===== src/design/arm_defs.svh =====
`ifndef ADCRM_DEFS_SVH
`define ADCRM_DEFS_SVH

// register byte offsets
`define ADCRM_OFF_SET0     12'h000
`define ADCRM_OFF_SET1     12'h004
`define ADCRM_OFF_CMP0     12'h008
`define ADCRM_OFF_CMP1     12'h00c
`define ADCRM_OFF_STATUS   12'h010
`define ADCRM_OFF_MASK     12'h014
`define ADCRM_OFF_RESULT   12'h018

// setting register fields
`define ADCRM_CNT_MSB      11
`define ADCRM_CNT_LSB      8
`define ADCRM_ON_BIT       7
`define ADCRM_DIR_BIT      4
`define ADCRM_SEL_MSB      3
`define ADCRM_SEL_LSB      0

// compare and result value field
`define ADCRM_VAL_MSB      15
`define ADCRM_VAL_LSB      4

// reset values
`define ADCRM_CNT_RST      4'h0
`define ADCRM_ON_RST       1'b0
`define ADCRM_DIR_RST      1'b0
`define ADCRM_SEL_RST      4'h0
`define ADCRM_VAL_RST      12'h000
`define ADCRM_STATUS_RST   2'h0
`define ADCRM_MASK_RST     2'h0

// number of result registers that may be selected
`define ADCRM_NUM_RESULTS  12

`endif


===== src/design/arm_pkg.sv =====
package adcrm_pkg;

  // comparison direction of one monitor
  typedef enum logic {
    ADCRM_DIR_GE = 1'b0,
    ADCRM_DIR_LE = 1'b1
  } adcrm_dir_t;

endpackage


===== src/design/arm_monitor.sv =====
// Implementation choices: the placing of the registers and the APB interface to the registers.
`timescale 1ns/100ps
`include "arm_defs.svh"

// result monitor: comparators watch the converter's result file
// and raise an interrupt once a run of matches completes;
// software reaches the settings over the peripheral bus
module adcrm_monitor #(
  parameter int NUM_MON = 2,
  parameter int CNT_W   = 4
) (
  input  wire logic                 CLK,
  input  wire logic                 RESET,
  input  wire logic                 PSEL,
  input  wire logic                 PENABLE,
  input  wire logic                 PWRITE,
  input  wire logic [11:0]          PADDR,
  input  wire logic [31:0]          PWDATA,
  output logic      [31:0]          PRDATA,
  output logic                      PREADY,
  output logic                      PSLVERR,
  input  wire logic [11:0]          RESULT_STORED,
  input  wire logic [191:0]         RESULT_DATA,
  output logic      [NUM_MON-1:0]   MONITOR_IRQ,
  output logic                      IRQ
);

  // bus decode strobes
  logic                  wr_en;
  logic                  rd_en;
  logic                  wr_st;
  logic                  wr_mask;
  logic                  addr_ok;
  // next-value terms for the registered bus outputs and the summary interrupt
  logic [31:0]           next_rdata;
  logic                  next_ready;
  logic                  next_err;
  logic                  next_irq;

  // converter inputs: two stages before any logic reads them
  logic [11:0]           stored_s1;
  logic [11:0]           stored_s2;
  logic [11:0]           stored_d;
  logic [11:0]           stored_rise;
  logic [191:0]          data_s1;
  logic [191:0]          data_s2;

  // per-monitor state gathered for reads and the interrupt path
  wire  [11:0]           setting_rd [NUM_MON];
  wire  [11:0]           cmp_rd     [NUM_MON];
  wire  [NUM_MON-1:0]    fixed_ev;
  wire  [NUM_MON-1:0]    outcome;
  logic [NUM_MON-1:0]    status;
  logic [NUM_MON-1:0]    mask;
  logic [NUM_MON-1:0]    clr_bits;
  logic [NUM_MON-1:0]    next_status;

  // a transfer completes in its first access cycle, so writes land
  // at the access edge and reads are captured during setup
  assign wr_en   = PSEL & PENABLE & PWRITE;
  assign rd_en   = PSEL & ~PENABLE & ~PWRITE;
  assign wr_st   = wr_en && (PADDR == `ADCRM_OFF_STATUS);
  assign wr_mask = wr_en && (PADDR == `ADCRM_OFF_MASK);

  // result-stored levels cross from the converter: two flops each
  always_ff @(posedge CLK or posedge RESET) begin
    if (RESET) begin
      stored_s1 <= 12'h000;
      stored_s2 <= 12'h000;
    end else begin
      stored_s1 <= RESULT_STORED;
      stored_s2 <= stored_s1;
    end
  end

  // result words follow the same two stages; the converter keeps a
  // word still around its flag edge, so the word is settled by the
  // time the synchronised flag is seen
  always_ff @(posedge CLK or posedge RESET) begin
    if (RESET) begin
      data_s1 <= 192'h0;
      data_s2 <= 192'h0;
    end else begin
      data_s1 <= RESULT_DATA;
      data_s2 <= data_s1;
    end
  end

  // delayed copy for edge detection; reset matches the idle low
  // level so no false edge follows reset
  always_ff @(posedge CLK or posedge RESET) begin
    if (RESET) begin
      stored_d <= 12'h000;
    end else begin
      stored_d <= stored_s2;
    end
  end

  // a rising flag means a fresh result in that register; a flag
  // held high counts once, so it must fall before the next result
  assign stored_rise = stored_s2 & ~stored_d;

  // one monitor per generate entry, identical and independent
  genvar m;
  generate
    for (m = 0; m < NUM_MON; m++) begin : g_mon
      logic [3:0]            match_count_sel;
      logic                  monitor_on;
      adcrm_pkg::adcrm_dir_t compare_direction;
      logic [3:0]            result_select;
      logic [11:0]           compare_value;
      logic [CNT_W-1:0]      run_count;
      logic                  fixed;
      logic                  result;
      logic                  wr_set;
      logic                  wr_cmp;
      logic                  sel_ok;
      logic [3:0]            word_idx;
      logic                  new_result;
      logic [11:0]           sample;
      logic                  hit;
      logic                  last_hit;

      // each monitor owns one setting and one compare word
      assign wr_set = wr_en &&
                      (PADDR == (`ADCRM_OFF_SET0 + 12'(m * 4)));
      assign wr_cmp = wr_en &&
                      (PADDR == (`ADCRM_OFF_CMP0 + 12'(m * 4)));

      // setting fields; bits 6..5 and 31..12 are not stored at all
      always_ff @(posedge CLK or posedge RESET) begin
        if (RESET) begin
          match_count_sel   <= `ADCRM_CNT_RST;
          monitor_on        <= `ADCRM_ON_RST;
          compare_direction <= adcrm_pkg::adcrm_dir_t'(`ADCRM_DIR_RST);
          result_select     <= `ADCRM_SEL_RST;
        end else if (wr_set) begin
          match_count_sel   <= PWDATA[`ADCRM_CNT_MSB:`ADCRM_CNT_LSB];
          monitor_on        <= PWDATA[`ADCRM_ON_BIT];
          compare_direction <=
            adcrm_pkg::adcrm_dir_t'(PWDATA[`ADCRM_DIR_BIT]);
          result_select     <= PWDATA[`ADCRM_SEL_MSB:`ADCRM_SEL_LSB];
        end
      end

      // compare value: only the 12-bit field is kept
      always_ff @(posedge CLK or posedge RESET) begin
        if (RESET) begin
          compare_value <= `ADCRM_VAL_RST;
        end else if (wr_cmp) begin
          compare_value <= PWDATA[`ADCRM_VAL_MSB:`ADCRM_VAL_LSB];
        end
      end

      // codes above eleven select no register, so no comparison runs;
      // the index is pinned to zero then to keep the slice in range
      assign sel_ok     = result_select < 4'(`ADCRM_NUM_RESULTS);
      assign word_idx   = sel_ok ? result_select : 4'h0;
      // a result stored while the monitor is off is never counted
      assign new_result = sel_ok && stored_rise[word_idx];

      // the 12-bit value lives in bits 15..4 of each result word
      assign sample = data_s2[word_idx*16 + `ADCRM_VAL_LSB +: 12];

      // both bounds are inclusive, so equal values always match
      always_comb begin
        if (compare_direction == adcrm_pkg::ADCRM_DIR_LE) begin
          hit = (sample <= compare_value);
        end else begin
          hit = (sample >= compare_value);
        end
      end

      // the count field is N for N+1 comparisons, so the run is
      // complete when N matches have already been counted
      assign last_hit = (run_count == CNT_W'(match_count_sel));

      // consecutive-match counter; a miss or disabling restarts it
      always_ff @(posedge CLK or posedge RESET) begin
        if (RESET) begin
          run_count <= '0;
        end else if (!monitor_on) begin
          run_count <= '0;
        end else if (new_result) begin
          if (!hit || last_hit) begin
            run_count <= '0;
          end else begin
            run_count <= run_count + 1'b1;
          end
        end
      end

      // one-cycle event when the outcome becomes fixed
      always_ff @(posedge CLK or posedge RESET) begin
        if (RESET) begin
          fixed <= 1'b0;
        end else begin
          fixed <= monitor_on && new_result && hit && last_hit;
        end
      end

      // last outcome: set on a fixed run, cleared by a failed match;
      // it is kept while the monitor is off so software can read it
      always_ff @(posedge CLK or posedge RESET) begin
        if (RESET) begin
          result <= 1'b0;
        end else if (monitor_on && new_result) begin
          if (!hit) begin
            result <= 1'b0;
          end else if (last_hit) begin
            result <= 1'b1;
          end
        end
      end

      // gather this monitor's state for the shared logic
      assign setting_rd[m] = {match_count_sel, monitor_on, 2'h0,
                              compare_direction, result_select};
      assign cmp_rd[m]     = compare_value;
      assign fixed_ev[m]   = fixed;
      assign outcome[m]    = result;
    end
  endgenerate

  // dedicated interrupt pulse per monitor once its outcome is fixed
  always_ff @(posedge CLK or posedge RESET) begin
    if (RESET) begin
      MONITOR_IRQ <= '0;
    end else begin
      MONITOR_IRQ <= fixed_ev;
    end
  end

  // write-one-to-clear bits from a status write
  assign clr_bits = wr_st ? PWDATA[NUM_MON-1:0] : '0;

  // sticky status: a new event wins over a same-cycle clear, so an
  // event is never lost to a clear that races it
  assign next_status = fixed_ev | (status & ~clr_bits);

  always_ff @(posedge CLK or posedge RESET) begin
    if (RESET) begin
      status <= NUM_MON'(`ADCRM_STATUS_RST);
    end else begin
      status <= next_status;
    end
  end

  // mask register: one enable per monitor for the summary line;
  // masking hides a status bit from the line but never clears it
  always_ff @(posedge CLK or posedge RESET) begin
    if (RESET) begin
      mask <= NUM_MON'(`ADCRM_MASK_RST);
    end else if (wr_mask) begin
      mask <= PWDATA[NUM_MON-1:0];
    end
  end

  // summary level: high while any unmasked status bit is set;
  // registered, so it trails the status bit by one clock
  assign next_irq = |(status & mask);

  always_ff @(posedge CLK or posedge RESET) begin
    if (RESET) begin
      IRQ <= 1'b0;
    end else begin
      IRQ <= next_irq;
    end
  end

  // read decode; unmapped offsets read zero and flag an error;
  // the setting word rebuilds its spare bits as zero
  always_comb begin
    next_rdata = 32'h0;
    addr_ok    = 1'b1;
    case (PADDR)
      `ADCRM_OFF_SET0: begin
        next_rdata = {20'h0, setting_rd[0]};
      end
      `ADCRM_OFF_SET1: begin
        next_rdata = {20'h0, setting_rd[1]};
      end
      `ADCRM_OFF_CMP0: begin
        next_rdata = {16'h0, cmp_rd[0], 4'h0};
      end
      `ADCRM_OFF_CMP1: begin
        next_rdata = {16'h0, cmp_rd[1], 4'h0};
      end
      `ADCRM_OFF_STATUS: begin
        next_rdata = 32'(status);
      end
      `ADCRM_OFF_MASK: begin
        next_rdata = 32'(mask);
      end
      `ADCRM_OFF_RESULT: begin
        next_rdata = 32'(outcome);
      end
      default: begin
        addr_ok = 1'b0;
      end
    endcase
  end

  // read data is captured in setup so it comes from a flop and
  // holds until the next read
  always_ff @(posedge CLK or posedge RESET) begin
    if (RESET) begin
      PRDATA <= 32'h0;
    end else if (rd_en) begin
      PRDATA <= next_rdata;
    end
  end

  // zero wait states: ready follows every setup cycle
  assign next_ready = PSEL & ~PENABLE;
  assign next_err   = PSEL & ~PENABLE & ~addr_ok;

  always_ff @(posedge CLK or posedge RESET) begin
    if (RESET) begin
      PREADY <= 1'b0;
    end else begin
      PREADY <= next_ready;
    end
  end

  // error pairs with ready so it only stands in the access cycle;
  // writes to an unmapped offset change nothing
  always_ff @(posedge CLK or posedge RESET) begin
    if (RESET) begin
      PSLVERR <= 1'b0;
    end else begin
      PSLVERR <= next_err;
    end
  end

endmodule


===== config.mk =====
export PLATFORM = sky130hd
export DESIGN_NAME = adcrm_monitor
export DESIGN_NICKNAME = d
export VERILOG_FILES = /design/src/design/arm_pkg.sv /design/src/design/arm_monitor.sv
export VERILOG_INCLUDE_DIRS = /design/src /design/src/design
export SDC_FILE = /design/constraint.sdc
export NUM_CORES = 1
export LEC_CHECK = 0
export BUFFER_PORTS_ARGS = -buffer_cell sky130_fd_sc_hd__buf_2
export CAP_MARGIN = 30
export CORE_AREA = 2 2 179 181
export DETAILED_ROUTE_END_ITERATION = 16
export DIE_AREA = 0 0 181 183
export HOLD_SLACK_MARGIN = 0.1
export PLACE_DENSITY = 0.75
export SYNTH_ARGS = -nofsm -noshare
export SYNTH_HDL_FRONTEND = slang
export SYNTH_SLANG_ARGS = --single-unit
export TNS_END_PERCENT = 100

===== constraint.sdc =====
create_clock -name CLK -period 13.3 [get_ports CLK]
set_input_delay 2.66 -clock CLK [delete_from_list [all_inputs] [get_ports CLK]]
set_output_delay 2.66 -clock CLK [all_outputs]
set_load 0.01 [all_outputs]

==> impl_results.md <==
- Run status: finished, final reports clean
- Register area share after synthesis: 65.5%
- Setup skew after layout: 0.0222 ns
- Number of maximum-capacitance constraint violations: 0
- Crit path time final: 5.32 ns
- Synth unique cells: 70
- Post-synthesis adder-cell area fraction: 2.10%
- Number of instances in the synthesized netlist: 1226
- Largest family of logic cells by synthesized area: compound AO/OA/AOI/OAI gates
- Post-synthesis area per instance: 12.6 sq um
- Final setup viols: 0
- Crit path DAT: 5.79 ns
- CTS Hold Bufs: 0
- Number of cell instances on the worst register-to-register path: 15
- Clock-pin slew of the registers on the worst-case setup and hold paths: 0.06 ns
- Kind of capture point of the worst setup path: flip-flop
- IR drop worst, VDD: 0.136 mV
- Routed vias: 10620
- Post-detail-place hpwl: 25.9 mm
- Total of flip-flops plus latches after synthesis: 405
- Post-cts resize count: 0
- Via count normalized by instance count: 5.71
- Clock latency at the later pin of the worst-skew pair: roughly 0.54 ns
- Yosys synthesis warning count: 0
- Worst r2r src: g_mon[0].result_select[2]
- Worst slack after detailed placement: 7.78 ns
- Layout net count: approximately 1700
- Proportion of synthesized flip-flops having asynchronous set or reset: 100%
- First-pass GRT wire length: 59.4 mm
- Iter 0 DRT Violations: roughly 1200
- Complex-gate fraction of the synthesized area: 14.3%
- Synth Cell Area: 15500 sq um
- Bufs on Longest Clock Path: 3
- Start point of the worst min-delay path: data_s1[172]
- Port-buffer cells: approximately 210
- Cell depth of the worst min-delay path: 0
- Flop-to-flop setup slack: 7.98 ns
- Core Util, Final: about three fifths
- Number of iterations in the first detailed-routing pass: 8
- Final hold slack: ~0.34 ns
- Die area: 33100 sq um
- GRT Overall Usage: between 20% and 30%
- Max Fclk: 0.188 GHz
- Placed Instance Area: 16800 sq um
- Antenna violations before repair: 2
- Parity-gate share of the synthesized area counting xor and xnor cells: less than 1%
- Number of buffers added by the clock tree synthesis step: 41
- Cell area power density: 145 nW/um^2
- Final wirelength: 38.0 mm
- Max H-tree Level: 2
- Placed cell count: 1783
- Power, Total: 2.66 mW
- GRT Residual Overflow: 0
- WS Path Type: reg -> reg
- Floorplan die height: 183 um
- Worst min path class: reg -> reg
- Most common cell after layout, fill and taps aside: sky130_fd_sc_hd__dfrtp_1
- I/O pin count: 290
- Worst reg2reg path endpoint: g_mon[0].run_count[0]
- Cell area after layout: 18300 sq um
- Max-slew violation count: 0
- DRC violations left: 0
- Fillers: around 2400
- Final setup margin: 7.98 ns
- Simple-gate area share of the yosys netlist: 9.10%
- Setup TNS: 0 ns
- Post-CTS setup buffer count: 0
- Area growth, synth to finish: 18.5%
- Num rows: 65
- Largest net degree at the start of global routing: 83
- Unrepaired setup endpoints after global routing: no
- Final Non-Filler Cells: 1859
- End point of the worst hold path: data_s2[172]
- Dominant register cell in the synthesized netlist: sky130_fd_sc_hd__dfrtp_1
- Final number of hold-violating endpoints: 0
- Placer's final routability congestion estimate: 0.885
- Library cell used as clock root buffer: sky130_fd_sc_hd__clkbuf_16
- Final Cycle Share: 40.0%
- Static leakage: 8.31 nW
- Leading cell types in the layout, fill and taps excluded: 404 x sky130_fd_sc_hd__dfrtp_1, 209 x sky130_fd_sc_hd__buf_2, 153 x sky130_fd_sc_hd__nand2_1
- Share of post-route cells with drive strength above 1: approximately 25%
- Routed len/inst: just over 20 um
- Share of cell area taken by muxes after synthesis: 4.73%
- Largest fanout of any net on the critical path: 38
- Worst slew margin relative to its limit: 28.4%
- CTS tree: done
- Vias in the first global route: about 11000
- Worst Tran Pin Value: 1.07 ns
- Standard cell core area: 31200 sq um
- Die outline width: 181 um
- Clock sinks: between 400 and 500
- Startpoint type of the worst setup path: flip-flop
- WP data required: ~14 ns
- Post-synth EDFFs: 0
- Antenna-violating nets left: 0
- Effective utilization at floorplan: around 50%
## layer usage
metal | vias to the layer above | GRT usage [%] | wire length, um
li1 | 4752 | - | -
met1 | 5284 | 32.2 | 16000
met2 | 495 | 37.2 | 18000
met3 | 89 | 3.75 | 2740
met4 | 0 | 8.39 | 1250
met5 | - | 0 | 0
## worst max-delay path, stage by stage (launching register included)
cell	delay, ns
sky130_fd_sc_hd__dfrtp_1	0.78
sky130_fd_sc_hd__a21boi_4	0.37
sky130_fd_sc_hd__buf_4	0.55
sky130_fd_sc_hd__and2_2	0.84
sky130_fd_sc_hd__a22oi_1	0.20
sky130_fd_sc_hd__o21ai_0	0.23
sky130_fd_sc_hd__o21ai_0	0.13
sky130_fd_sc_hd__o21ai_0	0.42
sky130_fd_sc_hd__ha_1	0.22
sky130_fd_sc_hd__and4_1	0.20
sky130_fd_sc_hd__nor3b_1	0.42
sky130_fd_sc_hd__or3_1	0.18
sky130_fd_sc_hd__nor3_1	0.04
sky130_fd_sc_hd__nand3b_1	0.25
sky130_fd_sc_hd__nor3b_1	0.24
sky130_fd_sc_hd__o21a_1	0.15
## layout make-up
type,instances,area (sq um),area share (%)
antenna,2,5.00,0.0273
clock buffer,59,1260,6.90
clock inverter,15,263,1.43
inverter,33,128,0.696
multi-input combinational,715,4830,26.3
sequential,405,10100,55.3
tap,402,503,2.74
timing repair buffer,228,1210,6.59
## how the worst max path moves through the flow
stage                               from                        end  slack, ns  cells after the start
2_1_floorplan                      RESET                        IRQ       5.18                      1
3_3_place_gp                    PADDR[7]  g_mon[0].compare_value[0]       7.83                      6
3_5_place_dp                    PADDR[7]  g_mon[0].compare_value[0]       7.78                      6
4_1_cts        g_mon[0].result_select[2]      g_mon[0].run_count[0]       8.06                     15
5_1_grt        g_mon[0].result_select[2]      g_mon[0].run_count[1]       7.65                     15
6_report       g_mon[0].result_select[2]      g_mon[0].run_count[0]       7.98                     15
## power by group
part           internal [mW]  switching, mW  total, mW  leakage [nW]
Combinational         0.0424         0.0628      0.105          2.78
Sequential              1.28         0.0254       1.31          4.78
Clock                  0.782          0.468       1.25         0.751
## Yosys cell counts (8+ instances only)
master	instances	share of area [%]
sky130_fd_sc_hd__a211oi_1	48	2.3
sky130_fd_sc_hd__a21oi_1	39	1.3
sky130_fd_sc_hd__a222oi_1	25	1.6
sky130_fd_sc_hd__a22oi_1	21	1.0
sky130_fd_sc_hd__a311oi_1	23	1.3
sky130_fd_sc_hd__a31oi_1	17	0.69
sky130_fd_sc_hd__buf_2	27	0.87
sky130_fd_sc_hd__buf_4	21	1.0
sky130_fd_sc_hd__clkbuf_1	36	0.87
sky130_fd_sc_hd__dfrtp_1	405	65
sky130_fd_sc_hd__ha_1	26	2.1
sky130_fd_sc_hd__inv_1	33	0.80
sky130_fd_sc_hd__mux2_2	49	3.6
sky130_fd_sc_hd__mux2i_1	18	1.2
sky130_fd_sc_hd__nand2_1	153	3.7
sky130_fd_sc_hd__nand2b_1	9	0.36
sky130_fd_sc_hd__nand3_1	8	0.26
sky130_fd_sc_hd__nand3b_1	8	0.39
sky130_fd_sc_hd__nand4_1	9	0.36
sky130_fd_sc_hd__nor2_1	16	0.39
sky130_fd_sc_hd__nor2b_1	45	1.8
sky130_fd_sc_hd__o211ai_1	15	0.73
sky130_fd_sc_hd__o21ai_0	75	2.4
## kinds of logic after synthesis
family | Yosys count
mux | 67
simple gates | 286
compound gates | 310
flops | 405
other cells | 1
buf+inv | 121
fa+ha+maj | 26
xor+xnor | 10
## flip-flops by register name, indices dropped and copies added, names as in the netlist, 8 cells and up
register / flops
PRDATA: 16
data_s1: 144
data_s2: 144
g_mon.compare_value: 24
g_mon.match_count_sel: 8
g_mon.result_select: 8
g_mon.run_count: 8
stored_d: 12
stored_s1: 12
stored_s2: 12
No activity file was read; power rests on OpenSTA's default activity.
